**src/hdl/rcs_pkg.sv**
```systemverilog
// constants and types for the reset and clock source select block
package rcs_pkg;
    localparam int unsigned CLK_PERIOD_NS      = 5;
    localparam int unsigned RESET_LOW_WIDTH_P  = 3;
    localparam int unsigned SYNC_STAGES        = 2;
    localparam int unsigned GOOD_FILTER_CYCLES = 4;
    localparam int unsigned VSEL_BIT           = 0;
    localparam int unsigned STRAP_BIT_REG_EN   = 0;
    localparam int unsigned STRAP_BIT_CLK_SEL  = 1;
    localparam int unsigned STAT_BIT_GOOD      = 0;
    localparam int unsigned STAT_BIT_RESET_N   = 1;
    localparam int unsigned STAT_BIT_REG_ON    = 2;
    localparam int unsigned STAT_BIT_EXT_SRC   = 3;
    localparam int unsigned STAT_BIT_BYPASS    = 4;
    localparam int unsigned STAT_BIT_VSEL      = 5;
    localparam int unsigned STAT_BIT_BOOT      = 6;
    localparam logic [11:0] ADDR_REG_CTRL      = 12'h000;
    localparam logic [11:0] ADDR_STATUS        = 12'h004;
    localparam logic [11:0] ADDR_STRAPS        = 12'h008;
    localparam logic [31:0] REG_CTRL_RESET     = 32'h0000_0000;
    localparam logic [1:0]  RESP_OKAY          = 2'b00;
    localparam logic [1:0]  RESP_SLVERR        = 2'b10;
    typedef enum logic [1:0] {
        RCS_HELD,
        RCS_RELEASING,
        RCS_RUN
    } rcs_state_t;
endpackage : rcs_pkg

```
**src/hdl/rcs_sync_if.sv**
```systemverilog
// interface carrying the asynchronous reset request into the release synchroniser
interface rcs_sync_if;
    logic hold_req;
    logic released;
    modport src (output hold_req, input released);
    modport snk (input hold_req, output released);
endinterface : rcs_sync_if

```
**src/hdl/rcs_top.sv**
```systemverilog
// reset and clock source select: supply good, combined reset, clock routing
// Behaviour
// - with the regulator strap low the regulator is enabled and supply good rises only when its output is above threshold.
// - the combined reset is the AND of supply good and the active-low reset pin.
// - with the regulator strap high monitoring is bypassed, supply good is forced high and only the pin resets.
// - with the regulator on, its level is chosen by the voltage select bit of the regulator control register.
// - with the clock-source strap low the internal oscillator feeds both the timer and the clock generator.
// - with the clock-source strap high the external input feeds the clock generator, the oscillator only the timer.
// - in deep idle the clock generator is bypassed and the system clock is the strap-chosen source.
// - the boot sequence begins when the combined reset is released.
//
// The AXI4-Lite interface to the registers and the address map were decided locally.
module rcs_top
    import rcs_pkg::*;
(
    input  wire logic        clock_in,
    input  wire logic        rst_in,
    input  wire logic        core_regulator_enable_strap_in,
    input  wire logic        clock_source_strap_in,
    input  wire logic        reset_pin_n_in,
    input  wire logic        core_regulator_output_above_threshold_in,
    input  wire logic        deep_idle_mode_in,
    input  wire logic        external_clock_input_in,
    input  wire logic        rtc_oscillator_in,
    input  wire logic        clock_generator_in,
    output logic             core_regulator_enable_out,
    output logic             core_voltage_select_out,
    output logic             supply_good_out,
    output logic             hw_reset_n_out,
    output logic             boot_start_out,
    output logic             clock_generator_ref_out,
    output logic             rtc_timer_clock_out,
    output logic             system_clock_out,
    input  wire logic [11:0] s_axi_awaddr,
    input  wire logic        s_axi_awvalid,
    output logic             s_axi_awready,
    input  wire logic [31:0] s_axi_wdata,
    input  wire logic [3:0]  s_axi_wstrb,
    input  wire logic        s_axi_wvalid,
    output logic             s_axi_wready,
    output logic [1:0]       s_axi_bresp,
    output logic             s_axi_bvalid,
    input  wire logic        s_axi_bready,
    input  wire logic [11:0] s_axi_araddr,
    input  wire logic        s_axi_arvalid,
    output logic             s_axi_arready,
    output logic [31:0]      s_axi_rdata,
    output logic [1:0]       s_axi_rresp,
    output logic             s_axi_rvalid,
    input  wire logic        s_axi_rready
);
    import rcs_pkg::*;

    ////////////////////////////////////////////////////////////////////////////
    // strap capture at reset release
    logic       straps_valid_r;
    logic       straps_valid_nxt;
    logic       reg_strap_r;
    logic       reg_strap_nxt;
    logic       clk_strap_r;
    logic       clk_strap_nxt;

    always_comb begin
        straps_valid_nxt = 1'b1;
        reg_strap_nxt    = straps_valid_r ? reg_strap_r : core_regulator_enable_strap_in;
        clk_strap_nxt    = straps_valid_r ? clk_strap_r : clock_source_strap_in;
    end

    always_ff @(posedge clock_in or posedge rst_in) begin
        if (rst_in) begin
            straps_valid_r <= 1'b0;
            reg_strap_r    <= 1'b1;
            clk_strap_r    <= 1'b0;
        end else begin
            straps_valid_r <= straps_valid_nxt;
            reg_strap_r    <= reg_strap_nxt;
            clk_strap_r    <= clk_strap_nxt;
        end
    end

    ////////////////////////////////////////////////////////////////////////////
    // regulator control and supply good
    logic       vsel_r;
    logic       vsel_nxt;
    logic [2:0] good_cnt_r;
    logic [2:0] good_cnt_nxt;
    logic       good_r;
    logic       good_nxt;
    logic       reg_on;

    assign reg_on = ~reg_strap_r;

    always_comb begin
        good_cnt_nxt = good_cnt_r;
        good_nxt     = good_r;
        if (!straps_valid_r) begin
            good_cnt_nxt = 3'h0;
            good_nxt     = 1'b0;
        end else if (!reg_on) begin
            good_cnt_nxt = 3'h0;
            good_nxt     = 1'b1;
        end else if (!core_regulator_output_above_threshold_in) begin
            good_cnt_nxt = 3'h0;
            good_nxt     = 1'b0;
        end else if (good_cnt_r != 3'(GOOD_FILTER_CYCLES)) begin
            good_cnt_nxt = good_cnt_r + 3'h1;
        end else begin
            good_nxt = 1'b1;
        end
    end

    always_ff @(posedge clock_in or posedge rst_in) begin
        if (rst_in) begin
            good_cnt_r <= 3'h0;
            good_r     <= 1'b0;
        end else begin
            good_cnt_r <= good_cnt_nxt;
            good_r     <= good_nxt;
        end
    end

    assign core_regulator_enable_out = straps_valid_r & reg_on;
    assign core_voltage_select_out   = vsel_r;
    assign supply_good_out           = good_r;

    ////////////////////////////////////////////////////////////////////////////
    // combined reset, synchronised release, boot start
    rcs_sync_if sync_if ();
    logic       hold_comb;
    rcs_state_t state_r;
    rcs_state_t state_nxt;
    logic       boot_nxt;

    assign hold_comb = rst_in | ~straps_valid_r | ~(good_r & reset_pin_n_in);

    assign sync_if.hold_req = hold_comb;

    rcs_reset_sync #(
        .STAGES (SYNC_STAGES)
    ) u_sync (
        .clock_in (clock_in),
        .sync     (sync_if.snk)
    );

    always_comb begin
        state_nxt = state_r;
        boot_nxt  = 1'b0;
        case (state_r)
            RCS_HELD: begin
                if (sync_if.released) begin
                    state_nxt = RCS_RELEASING;
                end
            end
            RCS_RELEASING: begin
                state_nxt = RCS_RUN;
                boot_nxt  = 1'b1;
            end
            default: begin
                if (!sync_if.released) begin
                    state_nxt = RCS_HELD;
                end
            end
        endcase
        if (!sync_if.released) begin
            state_nxt = RCS_HELD;
            boot_nxt  = 1'b0;
        end
    end

    always_ff @(posedge clock_in or posedge rst_in) begin
        if (rst_in) begin
            state_r        <= RCS_HELD;
            boot_start_out <= 1'b0;
        end else begin
            state_r        <= state_nxt;
            boot_start_out <= boot_nxt;
        end
    end

    assign hw_reset_n_out = sync_if.released;

    ////////////////////////////////////////////////////////////////////////////
    // clock source routing
    always_comb begin
        rtc_timer_clock_out     = rtc_oscillator_in;
        clock_generator_ref_out = clk_strap_r ? external_clock_input_in
                                              : rtc_oscillator_in;
        if (deep_idle_mode_in) begin
            system_clock_out = clock_generator_ref_out;
        end else begin
            system_clock_out = clock_generator_in;
        end
    end

    ////////////////////////////////////////////////////////////////////////////
    // axi4-lite slave
    logic        aw_held_r;
    logic        aw_held_nxt;
    logic [11:0] awaddr_r;
    logic [11:0] awaddr_nxt;
    logic        w_held_r;
    logic        w_held_nxt;
    logic [31:0] wdata_r;
    logic [31:0] wdata_nxt;
    logic        wstrb0_r;
    logic        wstrb0_nxt;
    logic        bvalid_r;
    logic        bvalid_nxt;
    logic [1:0]  bresp_r;
    logic [1:0]  bresp_nxt;
    logic        rvalid_r;
    logic        rvalid_nxt;
    logic [31:0] rdata_r;
    logic [31:0] rdata_nxt;
    logic [1:0]  rresp_r;
    logic [1:0]  rresp_nxt;
    logic [31:0] status_word;

    assign s_axi_awready = ~aw_held_r & ~bvalid_r;
    assign s_axi_wready  = ~w_held_r & ~bvalid_r;
    assign s_axi_arready = ~rvalid_r;
    assign s_axi_bvalid  = bvalid_r;
    assign s_axi_bresp   = bresp_r;
    assign s_axi_rvalid  = rvalid_r;
    assign s_axi_rdata   = rdata_r;
    assign s_axi_rresp   = rresp_r;

    always_comb begin
        status_word                   = 32'h0000_0000;
        status_word[STAT_BIT_GOOD]    = good_r;
        status_word[STAT_BIT_RESET_N] = sync_if.released;
        status_word[STAT_BIT_REG_ON]  = reg_on;
        status_word[STAT_BIT_EXT_SRC] = clk_strap_r;
        status_word[STAT_BIT_BYPASS]  = deep_idle_mode_in;
        status_word[STAT_BIT_VSEL]    = vsel_r;
        status_word[STAT_BIT_BOOT]    = (state_r == RCS_RUN);
    end

    always_comb begin
        aw_held_nxt = aw_held_r;
        awaddr_nxt  = awaddr_r;
        w_held_nxt  = w_held_r;
        wdata_nxt   = wdata_r;
        wstrb0_nxt  = wstrb0_r;
        bvalid_nxt  = bvalid_r;
        bresp_nxt   = bresp_r;
        vsel_nxt    = vsel_r;
        if (s_axi_awvalid && s_axi_awready) begin
            aw_held_nxt = 1'b1;
            awaddr_nxt  = s_axi_awaddr;
        end
        if (s_axi_wvalid && s_axi_wready) begin
            w_held_nxt = 1'b1;
            wdata_nxt  = s_axi_wdata;
            wstrb0_nxt = s_axi_wstrb[0];
        end
        if (aw_held_r && w_held_r) begin
            aw_held_nxt = 1'b0;
            w_held_nxt  = 1'b0;
            bvalid_nxt  = 1'b1;
            if (awaddr_r[11:2] == ADDR_REG_CTRL[11:2]) begin
                bresp_nxt = RESP_OKAY;
                if (wstrb0_r) begin
                    vsel_nxt = wdata_r[VSEL_BIT];
                end
            end else if (awaddr_r[11:2] == ADDR_STATUS[11:2]
                         || awaddr_r[11:2] == ADDR_STRAPS[11:2]) begin
                bresp_nxt = RESP_OKAY;
            end else begin
                bresp_nxt = RESP_SLVERR;
            end
        end
        if (bvalid_r && s_axi_bready) begin
            bvalid_nxt = 1'b0;
        end
    end

    always_comb begin
        rvalid_nxt = rvalid_r;
        rdata_nxt  = rdata_r;
        rresp_nxt  = rresp_r;
        if (s_axi_arvalid && s_axi_arready) begin
            rvalid_nxt = 1'b1;
            rresp_nxt  = RESP_OKAY;
            if (s_axi_araddr[11:2] == ADDR_REG_CTRL[11:2]) begin
                rdata_nxt           = 32'h0000_0000;
                rdata_nxt[VSEL_BIT] = vsel_r;
            end else if (s_axi_araddr[11:2] == ADDR_STATUS[11:2]) begin
                rdata_nxt = status_word;
            end else if (s_axi_araddr[11:2] == ADDR_STRAPS[11:2]) begin
                rdata_nxt                    = 32'h0000_0000;
                rdata_nxt[STRAP_BIT_REG_EN]  = reg_strap_r;
                rdata_nxt[STRAP_BIT_CLK_SEL] = clk_strap_r;
            end else begin
                rdata_nxt = 32'h0000_0000;
                rresp_nxt = RESP_SLVERR;
            end
        end else if (rvalid_r && s_axi_rready) begin
            rvalid_nxt = 1'b0;
        end
    end

    always_ff @(posedge clock_in or posedge rst_in) begin
        if (rst_in) begin
            aw_held_r <= 1'b0;
            awaddr_r  <= 12'h000;
            w_held_r  <= 1'b0;
            wdata_r   <= 32'h0000_0000;
            wstrb0_r  <= 1'b0;
            bvalid_r  <= 1'b0;
            bresp_r   <= RESP_OKAY;
            vsel_r    <= REG_CTRL_RESET[VSEL_BIT];
            rvalid_r  <= 1'b0;
            rdata_r   <= 32'h0000_0000;
            rresp_r   <= RESP_OKAY;
        end else begin
            aw_held_r <= aw_held_nxt;
            awaddr_r  <= awaddr_nxt;
            w_held_r  <= w_held_nxt;
            wdata_r   <= wdata_nxt;
            wstrb0_r  <= wstrb0_nxt;
            bvalid_r  <= bvalid_nxt;
            bresp_r   <= bresp_nxt;
            vsel_r    <= vsel_nxt;
            rvalid_r  <= rvalid_nxt;
            rdata_r   <= rdata_nxt;
            rresp_r   <= rresp_nxt;
        end
    end
endmodule : rcs_top

```
**src/hdl/rcs_reset_sync.sv**
```systemverilog
// reset release synchroniser: asserts at once, releases after a few clean edges
module rcs_reset_sync #(
    parameter int unsigned STAGES = 2
) (
    input  wire logic clock_in,
    rcs_sync_if.snk       sync
);
    logic [STAGES-1:0] chain_r;
    logic [STAGES-1:0] chain_nxt;

    always_comb begin
        chain_nxt = {chain_r[STAGES-2:0], 1'b1};
    end

    always_ff @(posedge clock_in or posedge sync.hold_req) begin
        if (sync.hold_req) begin
            chain_r <= '0;
        end else begin
            chain_r <= chain_nxt;
        end
    end

    assign sync.released = chain_r[STAGES-1];
endmodule : rcs_reset_sync

```
**config.mk**
```make
export PLATFORM = sky130hd
export DESIGN_NAME = rcs_top
export DESIGN_NICKNAME = d
export VERILOG_FILES = /design/src/hdl/rcs_pkg.sv /design/src/hdl/rcs_sync_if.sv /design/src/hdl/rcs_top.sv /design/src/hdl/rcs_reset_sync.sv
export SDC_FILE = /design/constraint.sdc
export NUM_CORES = 1
export LEC_CHECK = 0
export BUFFER_PORTS_ARGS = -buffer_cell sky130_fd_sc_hd__buf_2
export CAP_MARGIN = 20
export CORE_MARGIN = 4
export CORE_UTILIZATION = 40
export DETAILED_ROUTE_END_ITERATION = 10
export HOLD_SLACK_MARGIN = 0.03
export PLACE_DENSITY_LB_ADDON = 0.3
export SLEW_MARGIN = 15
export SYNTH_ARGS = -nofsm -noshare
export SYNTH_HDL_FRONTEND = slang
export SYNTH_SLANG_ARGS = --single-unit
```
**constraint.sdc**
```tcl
create_clock -name clock_in -period 2.15 [get_ports clock_in]
set_input_delay 0.3225 -clock clock_in [delete_from_list [all_inputs] [get_ports clock_in]]
set_output_delay 0.3225 -clock clock_in [all_outputs]
set_load 0.02 [all_outputs]
```
==> results of run 1 <==
## cells in the mapped netlist (2+ instances only)
cell type	n	area share [%]
ha_1	2	1.3
nor2_1	6	1.2
nand3_1	2	0.52
a21oi_1	3	0.79
inv_1	7	1.4
mux2_4	9	7.1
mux2_2	8	4.7
o21ai_0	5	1.3
conb_1	2	0.39
dfrtp_1	37	49
a2bb2oi_1	2	0.92
xnor2_1	2	0.92
nor3_1	2	0.52
o41ai_2	2	1.7
nor2b_1	6	2.0
nor4_4	2	2.2
a21o_1	2	0.79
nand2_1	20	3.9
buf_4	28	11
## state kept, by name, indices dropped and copies added (netlist names), 2 cells and up
signal	flops
awaddr_r	10
s_axi_rdata	7
u_sync.chain_r	2
good_cnt_r	3
state_r	2
## cells by family after synthesis
group | after synthesis
buffers and inverters | 37
adders and majority gates | 2
muxes | 18
DFF | 38
other | 2
xor gates and xnor gates | 2
AOI/OAI and AO/OA | 19
and+or+nand+nor | 47
## stage by stage
step / utilization (%) / total power [mW] / std cells / hold slack (ns) / setup slack (ns)
6_report: 51.2 / 2.21 / 285 / 0.199 / 0.352
5_1_grt: 51.2 / 2.35 / 285 / 0.185 / 0.269
4_1_cts: 51.2 / 2.25 / 285 / 0.194 / 0.329
3_5_place_dp: 48.3 / 1.64 / 275 / 0.297 / 0.657
3_3_place_gp: 48.3 / 1.62 / 275 / 0.295 / 0.657
2_1_floorplan: - / 1.51 / 192 / 0.206 / 0.538
## per-layer routing
metal  vias up  GRT usage (%)  wire length (µm)
met5         -              0                 0
met4         0           4.80                50
met3         7           6.21               373
met2        56           21.2              1720
met1       640           14.3              1500
li1        634              -                 -
## layout by cell type, fill, tap and decap left out, types with 3 or more instances in the layout
| master | instances |
|---|---|
| a21oi_1 | 3 |
| buf_2 | 58 |
| buf_4 | 3 |
| clkbuf_8 | 5 |
| conb_1 | 29 |
| dfrtp_1 | 37 |
| inv_1 | 7 |
| mux2_2 | 8 |
| mux2_4 | 9 |
| nand2_1 | 20 |
| nor2_1 | 6 |
| nor2b_1 | 6 |
| o21ai_0 | 5 |
## layout make-up
cell class | instances | area (µm²) | area share [%]
Sequential cell | 38 | 952 | 41.6
Inverter | 7 | 26.3 | 1.15
Timing Repair Buffer | 63 | 333 | 14.5
Tap cell | 52 | 65.1 | 2.84
Clock inverter | 2 | 37.5 | 1.64
Clock buffer | 6 | 72.6 | 3.17
Multi-Input combinational cell | 117 | 803 | 35.1
## worst paths after layout
check                           startpoint                end  slack (ns)
max                            clk_strap_r   system_clock_out        0.35
min                           s_axi_bready       s_axi_bvalid        0.20
max reg2reg                      aw_held_r       awaddr_r[11]        0.82
min reg2reg                supply_good_out  u_sync.chain_r[0]        0.30
max in group asynchronous           rst_in        reg_strap_r        0.99
min in group asynchronous  supply_good_out  u_sync.chain_r[0]        0.30
## what timing repair did
item | 4_1_cts | 5_1_grt
endpoints found under the hold margin | 6 | 0
setup endpoints to repair | 0 | 0
hold buffers | 2 | 0
## where the power goes
| part | internal [mW] | switching, mW |
|---|---|---|
| registers | 0.884 | 0.131 |
| logic | 0.313 | 0.289 |
| clock network | 0.346 | 0.250 |
==> flow_metrics.env, run 1 <==
export IMPL_status="finished clean"
export IMPL_cp_cell_sequence="mux2_2, mux2_2, buf_2"
export IMPL_cp_end_kind="output port"
export IMPL_finalCritPeriodShare_pct=83.6
export IMPL_synthFlopType="dfrtp_1"
export IMPL_clock_root_buffer="clkbuf_8"
export IMPL_leakagePower_nw=1.16
export IMPL_critPathMostFrequentCell="mux2_2"
export IMPL_final_nets=309
export IMPL_post_cts_resized=0
export IMPL_critPathTopFamily="multiplexers"
export IMPL_finClkSkew_ns=0.00807
export IMPL_initial_core_util_pct=42.6
export IMPL_areaGrowthSynthToFinish_pct=20.1
export IMPL_stdcell_area_um2=2290
export IMPL_path_depth=3
export IMPL_synth_cell_type_count=37
export IMPL_slew_viol_final=0
export IMPL_clock_latency_ns=0.29
export IMPL_diodes=0
export IMPL_hold_class="in -> reg"
export IMPL_min_period_ns=1.80
export IMPL_n_fill_cell=434
export IMPL_synth_top_family_by_area="simple AND/OR/NAND/NOR gates"
export IMPL_hpwl_mm=2.92
export IMPL_num_vias=1337
export IMPL_synth_xor_area_share_pct=0.919
export IMPL_required_ns=1.83
export IMPL_peakVddDrop_v=0.000698
export IMPL_synth_edff_count=0
export IMPL_ys_ff_latch=38
export IMPL_synthAdderAreaFrac_pct=1.31
export IMPL_netlist_area_um2=1910
export IMPL_async_reset_ff_share_pct=100
export IMPL_die_y_um=77.0
export IMPL_grtUsageTotal_pct=12.8
export IMPL_num_rows=24
export IMPL_crit_buf_inv=1
export IMPL_rsz0062_at_grt="false"
export IMPL_cts_sinks=38
export IMPL_syn_avg_cell_area_um2=11.6
export IMPL_hold_viol=0
export IMPL_setup_viol=0
export IMPL_portBuffers=58
export IMPL_core_area_um2=4470
export IMPL_grt_max_degree=13
export IMPL_path_class="reg -> out"
export IMPL_cts_made_buffers=5
export IMPL_htreeDepth=2
export IMPL_antenna_found_initial=0
export IMPL_gp_congestion=0.726
export IMPL_max_freq_mhz=556
export IMPL_tns_ns=0
export IMPL_gr_total_overflow=0
export IMPL_reg2reg_depth=3
export IMPL_path_clk_slew_ns=0.08
export IMPL_drtIter0Drc=26
export IMPL_wl_per_cell_um=12.8
export IMPL_slowest_stage="dfrtp_1"
export IMPL_synthMuxAreaShare_pct=12.3
export IMPL_post_cts_setup_buffers=0
export IMPL_critPathMaxStageDelay_ns=0.42
export IMPL_synthSimpleGateAreaFrac_pct=14.1
export IMPL_die_area_um2=5940
export IMPL_min_path_cells=2
export IMPL_worst_path_max_fanout=4
export IMPL_grt_pass1_vias=1350
export IMPL_ant_nets=0
export IMPL_synthCells=165
export IMPL_cap_violations=0
export IMPL_place_area_um2=2160
export IMPL_ys_warn_count=0
export IMPL_drc=0
export IMPL_wl_mm=3.64
export IMPL_drt_pass1_iterations=3
export IMPL_grt_pass1_wl_mm=6.02
export IMPL_yosysSeqAreaShare_pct=49.9
export IMPL_cts_buffer_depth=2
export IMPL_post_drt_via_cell_ratio=4.69
export IMPL_ios=124
export IMPL_cp_arrival_ns=1.48
export IMPL_cts_tree="yes"
export IMPL_p_per_area_nw_per_um2=967
export IMPL_synth_compound_area_share_pct=7.74
export IMPL_start_kind="flip-flop"
export IMPL_drive_gt1_share_pct=39.9
export IMPL_die_x_um=77.0
Note: power is estimated with default switching activity, not from simulation.
==> inputs of run 2 (changes only) <==
- CORE_UTILIZATION: 40 -> 38
- clock period: 2.15 -> 1.5 ns (I/O delays scaled with it)
==> run 2 against run 1 <==
Against the previous run:
- the flow now finishes with violations (setup timing)
- sequential power grew 42%
- design area grew 1.9%
- combinational power grew 45%
- worst hold slack lost 0.091 ns
- first-iteration DRC count grew 23%
- total power grew 43%
- die area grew 4.7%
- setup slack lost 0.47 ns
- sequential share of layout area shrank 0.76 points
- final cell count grew 5.6%
==> flow_metrics.env, run 2 (synthesis results as in run 1) <==
export IMPL_gp_congestion=0.775
export IMPL_post_drt_via_cell_ratio=4.32
export IMPL_max_freq_mhz=617
export IMPL_antenna_found_initial=0
export IMPL_tns_ns=-0.121
export IMPL_path_clk_slew_ns=0.07
export IMPL_ios=124
export IMPL_layout_common_cells="57 x buf_2, 37 x dfrtp_1, 29 x conb_1"
export IMPL_cts_tree="yes"
export IMPL_status="finished, violations left"
export IMPL_place_area_um2=2190
export IMPL_finClkSkew_ns=0.00813
export IMPL_htreeDepth=2
export IMPL_drc=0
export IMPL_path_class="reg -> out"
export IMPL_p_int_mw=2.23
export IMPL_worst_path_max_fanout=2
export IMPL_slew_viol_final=0
export IMPL_cp_arrival_ns=1.40
export IMPL_rsz0062_at_grt="true"
export IMPL_peakVddDrop_v=0.000861
export IMPL_final_cells=301
export IMPL_required_ns=1.27
export IMPL_p_per_area_nw_per_um2=1360
export IMPL_top_register="awaddr_r"
export IMPL_wl_mm=3.55
export IMPL_leakagePower_nw=1.18
export IMPL_post_cts_setup_buffers=0
export IMPL_die_y_um=78.8
export IMPL_gr_total_overflow=0
export IMPL_grt_max_degree=26
export IMPL_ant_nets=0
export IMPL_cts_sinks=38
export IMPL_final_nets=310
export IMPL_p_switching_mw=0.949
export IMPL_clock_root_buffer="clkbuf_8"
export IMPL_largest_reg_flops=10
export IMPL_setup_viol=1
export IMPL_seqPwrFrac_pct=45.7
export IMPL_grt_pass1_wl_mm=5.90
export IMPL_hpwl_mm=2.87
export IMPL_hold_class="in -> reg"
export IMPL_finalPower_mw=3.18
export IMPL_drt_pass1_iterations=3
export IMPL_final_common_cell="buf_2"
export IMPL_start_kind="flip-flop"
export IMPL_dp_cells=291
export IMPL_diodes=0
export IMPL_finalCritPeriodShare_pct=108
export IMPL_die_x_um=78.8
export IMPL_cts_buffer_depth=2
export IMPL_portBuffers=58
export IMPL_grt_pass1_vias=1322
export IMPL_cp_end_kind="output port"
export IMPL_core_area_um2=4790
export IMPL_initial_core_util_pct=39.8
export IMPL_stdcell_area_um2=2330
export IMPL_cap_violations=0
export IMPL_cts_made_buffers=5
export IMPL_drtIter0Drc=32
export IMPL_num_vias=1300
export IMPL_wl_per_cell_um=11.8
export IMPL_violations="setup timing"
export IMPL_areaGrowthSynthToFinish_pct=22.3
export IMPL_hold_slack_ns=0.108
export IMPL_hold_viol=0
export IMPL_fin_ws_ns=-0.121
export IMPL_sw_frac_of_total_pct=29.9
export IMPL_die_area_um2=6210
export IMPL_num_rows=25
export IMPL_comb_power_share_pct=27.6
export IMPL_grtUsageTotal_pct=12.1
export IMPL_clock_latency_ns=0.29
export IMPL_drive_gt1_share_pct=40.6
export IMPL_clkPwrFrac_pct=26.7
export IMPL_min_period_ns=1.62
## run 2: changes by cell type in the layout (fill, tap and decap cells not counted)
| cell | delta |
|---|---|
| mux2_2 | -2 |
| buf_4 | +1 |
| buf_6 | +1 |
| nor2_1 | -1 |
| mux2_4 | +2 |
| nor2_2 | +1 |
| buf_2 | -1 |
## run 2: timing repair
action,4_1_cts,5_1_grt
gates resized for setup,4,0
setup endpoints to repair,1,1
hold buffers,2,0
endpoints found under the hold margin,37,0
## run 2: worst paths after layout
kind                            cells past startpoint             from  slack (ns)                       to
worst min register to register                      1  supply_good_out        0.31        u_sync.chain_r[0]
worst max-delay path                                3      clk_strap_r       -0.12         system_clock_out
max in group asynchronous                           5           rst_in        0.62        u_sync.chain_r[1]
min in group asynchronous                           1  supply_good_out        0.31        u_sync.chain_r[0]
worst min-delay path                                2     s_axi_bready        0.11             s_axi_bvalid
worst max register to register                      3      awaddr_r[8]        0.17  core_voltage_select_out
## run 2: through the flow
| stage | worst slack, ns | util [%] |
|---|---|---|
| after global placement | 0.169 | 45.7 |
| after floorplan | 0.00741 | - |
| after global routing | -0.163 | 48.7 |
| final | -0.121 | 48.7 |
| after CTS | -0.130 | 48.7 |
| after detailed placement | 0.153 | 45.7 |
## run 2: final cells by class
class	instances	area, µm²
clock inverter	2	37.5
fill	458	2450
inverter	7	26.3
sequential	38	952
clock buffer	6	72.6
multi-input combinational	117	813
tap	67	83.8
timing repair buffer	64	347
## run 2: worst max-delay path, cell delays in order, from the launching register on
cell     delay (ns)
dfrtp_1        0.40
mux2_4         0.31
mux2_4         0.27
buf_6          0.13
## run 2: power groups by stage
stage	clock, mW	combinational (mW)	sequential (mW)
CTS	0.872	0.889	1.46
floorplan	0	0.722	1.46
detailed placement	0	0.876	1.47
global placement	0	0.861	1.47
global route	0.917	0.963	1.49
finish	0.848	0.877	1.45
## run 2: routing by layer
metal  global-route usage, %  vias up  wire [µm]  share of wire (%)
met5                       0        -          0                  0
met1                    14.7      609       1470                 41
met2                    19.5       49       1720                 49
met3                    4.20        7        302                8.5
met4                    5.15        0         59                1.7
li1                        -      635          -                  -
==> inputs of run 3 (changes only) <==
- CORE_UTILIZATION: 38 -> 40
- MAX_ROUTING_LAYER: not set -> met4
- clock period: 1.5 -> 2.02 ns (I/O delays scaled with it)
==> run 3 against run 2 <==
Against the previous run:
- the flow now finishes without violations
- clock-buffer cell count unchanged
- register-to-register slack better by 0.52 ns
- design area down 1.8%
- die area down 4.5%
- via count up 2.8%
- sequential power down 26%
- combinational power down 27%
- wire length up 2.5%
- clock skew about the same
- setup slack better by 0.36 ns
- non-clock buffer count down 1
- first-iteration DRC count down 19%
==> flow_metrics.env, run 3 (synthesis results as in run 1) <==
export IMPL_status="finished clean"
export IMPL_drtIter0Drc=26
export IMPL_drive_gt1_share_pct=39.9
export IMPL_peakVddDrop_v=0.000743
export IMPL_grt_pass1_vias=1351
export IMPL_crit_reg2reg_capture="awaddr_r[11]"
export IMPL_min_period_ns=1.78
export IMPL_crit_buf_inv=1
export IMPL_p_per_area_nw_per_um2=1030
export IMPL_required_ns=1.72
export IMPL_cp_arrival_ns=1.48
export IMPL_die_x_um=77.0
export IMPL_grt_max_degree=13
export IMPL_cp_end_kind="output port"
export IMPL_final_common_cell="buf_2"
export IMPL_p_switching_mw=0.714
export IMPL_use_met1_pct=14.4
export IMPL_grt_busiest_layer="met2"
export IMPL_slew_viol_final=0
export IMPL_r2r_slack_ns=0.69
export IMPL_rsz0062_at_grt="false"
export IMPL_crit_end="system_clock_out"
export IMPL_drc=0
export IMPL_areaGrowthSynthToFinish_pct=20.1
export IMPL_slowest_stage="dfrtp_1"
export IMPL_num_rows=24
export IMPL_htreeDepth=2
export IMPL_cts_buffer_depth=2
export IMPL_portBuffers=58
export IMPL_startpoint="clk_strap_r"
export IMPL_clock_root_buffer="clkbuf_8"
export IMPL_sw_frac_of_total_pct=30.3
export IMPL_leakagePower_nw=1.16
export IMPL_layout_common_cells="58 x buf_2, 37 x dfrtp_1, 29 x conb_1"
export IMPL_critPathTopFamily="multiplexers"
export IMPL_worst_path_max_fanout=4
export IMPL_path_clk_slew_ns=0.08
export IMPL_use_met2_pct=21.2
export IMPL_num_vias=1337
export IMPL_final_nets=309
export IMPL_n_fill_cell=434
export IMPL_antenna_found_initial=0
export IMPL_place_area_um2=2160
export IMPL_grtUsageTotal_pct=13.2
export IMPL_gr_total_overflow=0
export IMPL_initial_core_util_pct=42.6
export IMPL_hpwl_mm=2.92
export IMPL_stdcell_area_um2=2290
export IMPL_p_int_mw=1.64
export IMPL_tns_ns=0
export IMPL_cp_cell_sequence="mux2_2, mux2_2, buf_2"
export IMPL_r2r_start="aw_held_r"
export IMPL_core_area_um2=4470
export IMPL_setup_viol=0
export IMPL_seqPwrFrac_pct=45.9
export IMPL_gp_congestion=0.735
export IMPL_clock_latency_ns=0.29
export IMPL_path_class="reg -> out"
export IMPL_wl_mm=3.64
export IMPL_start_kind="flip-flop"
export IMPL_hold_start="s_axi_bready"
export IMPL_reg2reg_depth=3
export IMPL_cts_made_buffers=5
export IMPL_top_register="awaddr_r"
export IMPL_ios=124
export IMPL_finalCritPeriodShare_pct=88.0
export IMPL_die_area_um2=5940
export IMPL_largest_reg_flops=10
export IMPL_critPathMostFrequentCell="mux2_2"
export IMPL_path_depth=3
export IMPL_wl_per_cell_um=12.8
export IMPL_max_freq_mhz=562
export IMPL_hold_class="in -> reg"
export IMPL_post_drt_via_cell_ratio=4.69
export IMPL_diodes=0
export IMPL_drt_pass1_iterations=3
export IMPL_gr_usage_met3_pct=5.97
export IMPL_ant_nets=0
export IMPL_cap_violations=0
export IMPL_comb_power_share_pct=27.2
export IMPL_grt_pass1_wl_mm=6.02
export IMPL_critPathMaxStageDelay_ns=0.42
export IMPL_clkPwrFrac_pct=26.9
export IMPL_die_y_um=77.0
export IMPL_hold_viol=0
export IMPL_cts_tree="yes"
export IMPL_cts_sinks=38
export IMPL_finClkSkew_ns=0.00808
[run 3: final cells by class]
class | count | area (µm²) | share of cell area, %
Sequential cell | 38 | 952 | 41.6
Inverter | 7 | 26.3 | 1.15
Multi-Input combinational cell | 117 | 803 | 35.1
Clock inverter | 2 | 37.5 | 1.64
Clock buffer | 6 | 72.6 | 3.17
Tap cell | 52 | 65.1 | 2.84
Timing Repair Buffer | 63 | 333 | 14.5
[run 3: repair_timing]
item                                   CTS  global route
buffers inserted                         0             0
endpoints found under the hold margin   10             0
resized for setup                        0             0
hold buffers                             2             0
[run 3: metrics by stage]
| step | hold WS, ns | setup WS (ns) | instances | power [mW] | utilization (%) |
|---|---|---|---|---|---|
| 2_1_floorplan | 0.186 | 0.408 | 192 | 1.61 | - |
| 3_3_place_gp | 0.276 | 0.547 | 275 | 1.72 | 48.3 |
| 3_5_place_dp | 0.279 | 0.547 | 275 | 1.75 | 48.3 |
| 4_1_cts | 0.174 | 0.219 | 285 | 2.39 | 51.2 |
| 5_1_grt | 0.166 | 0.159 | 285 | 2.50 | 51.2 |
| 6_report | 0.180 | 0.242 | 285 | 2.36 | 51.2 |
[run 3: how the worst min path moves through the flow]
stage          cells past startpoint           endpoint  slack (ns)
2_1_floorplan                      1  u_sync.chain_r[0]        0.19
3_3_place_gp                       2  u_sync.chain_r[0]        0.28
3_5_place_dp                       2  u_sync.chain_r[0]        0.28
4_1_cts                            2       s_axi_bvalid        0.17
5_1_grt                            2       s_axi_bvalid        0.17
6_report                           2       s_axi_bvalid        0.18
[run 3: worst reg2reg max path, cell delays in order (launching register included)]
cell and delay (ns):
dfrtp_1 0.42, nor2_1 0.16, and2_4 0.29, mux2_2 0.35
[run 3: power by group through the flow]
stage / Combinational, mW / Sequential, mW / Clock (mW)
after global placement: 0.630 / 1.09 / 0
after floorplan: 0.534 / 1.08 / 0
after detailed placement: 0.649 / 1.10 / 0
after global routing: 0.698 / 1.11 / 0.692
after CTS: 0.651 / 1.08 / 0.655
final: 0.642 / 1.08 / 0.634
[run 3: metal layers]
metal  part of all wire, %  vias up
met5                     0        -
li1                      -      634
met1                    42      640
met4                   1.3        0
met2                    47       56
met3                    10        7
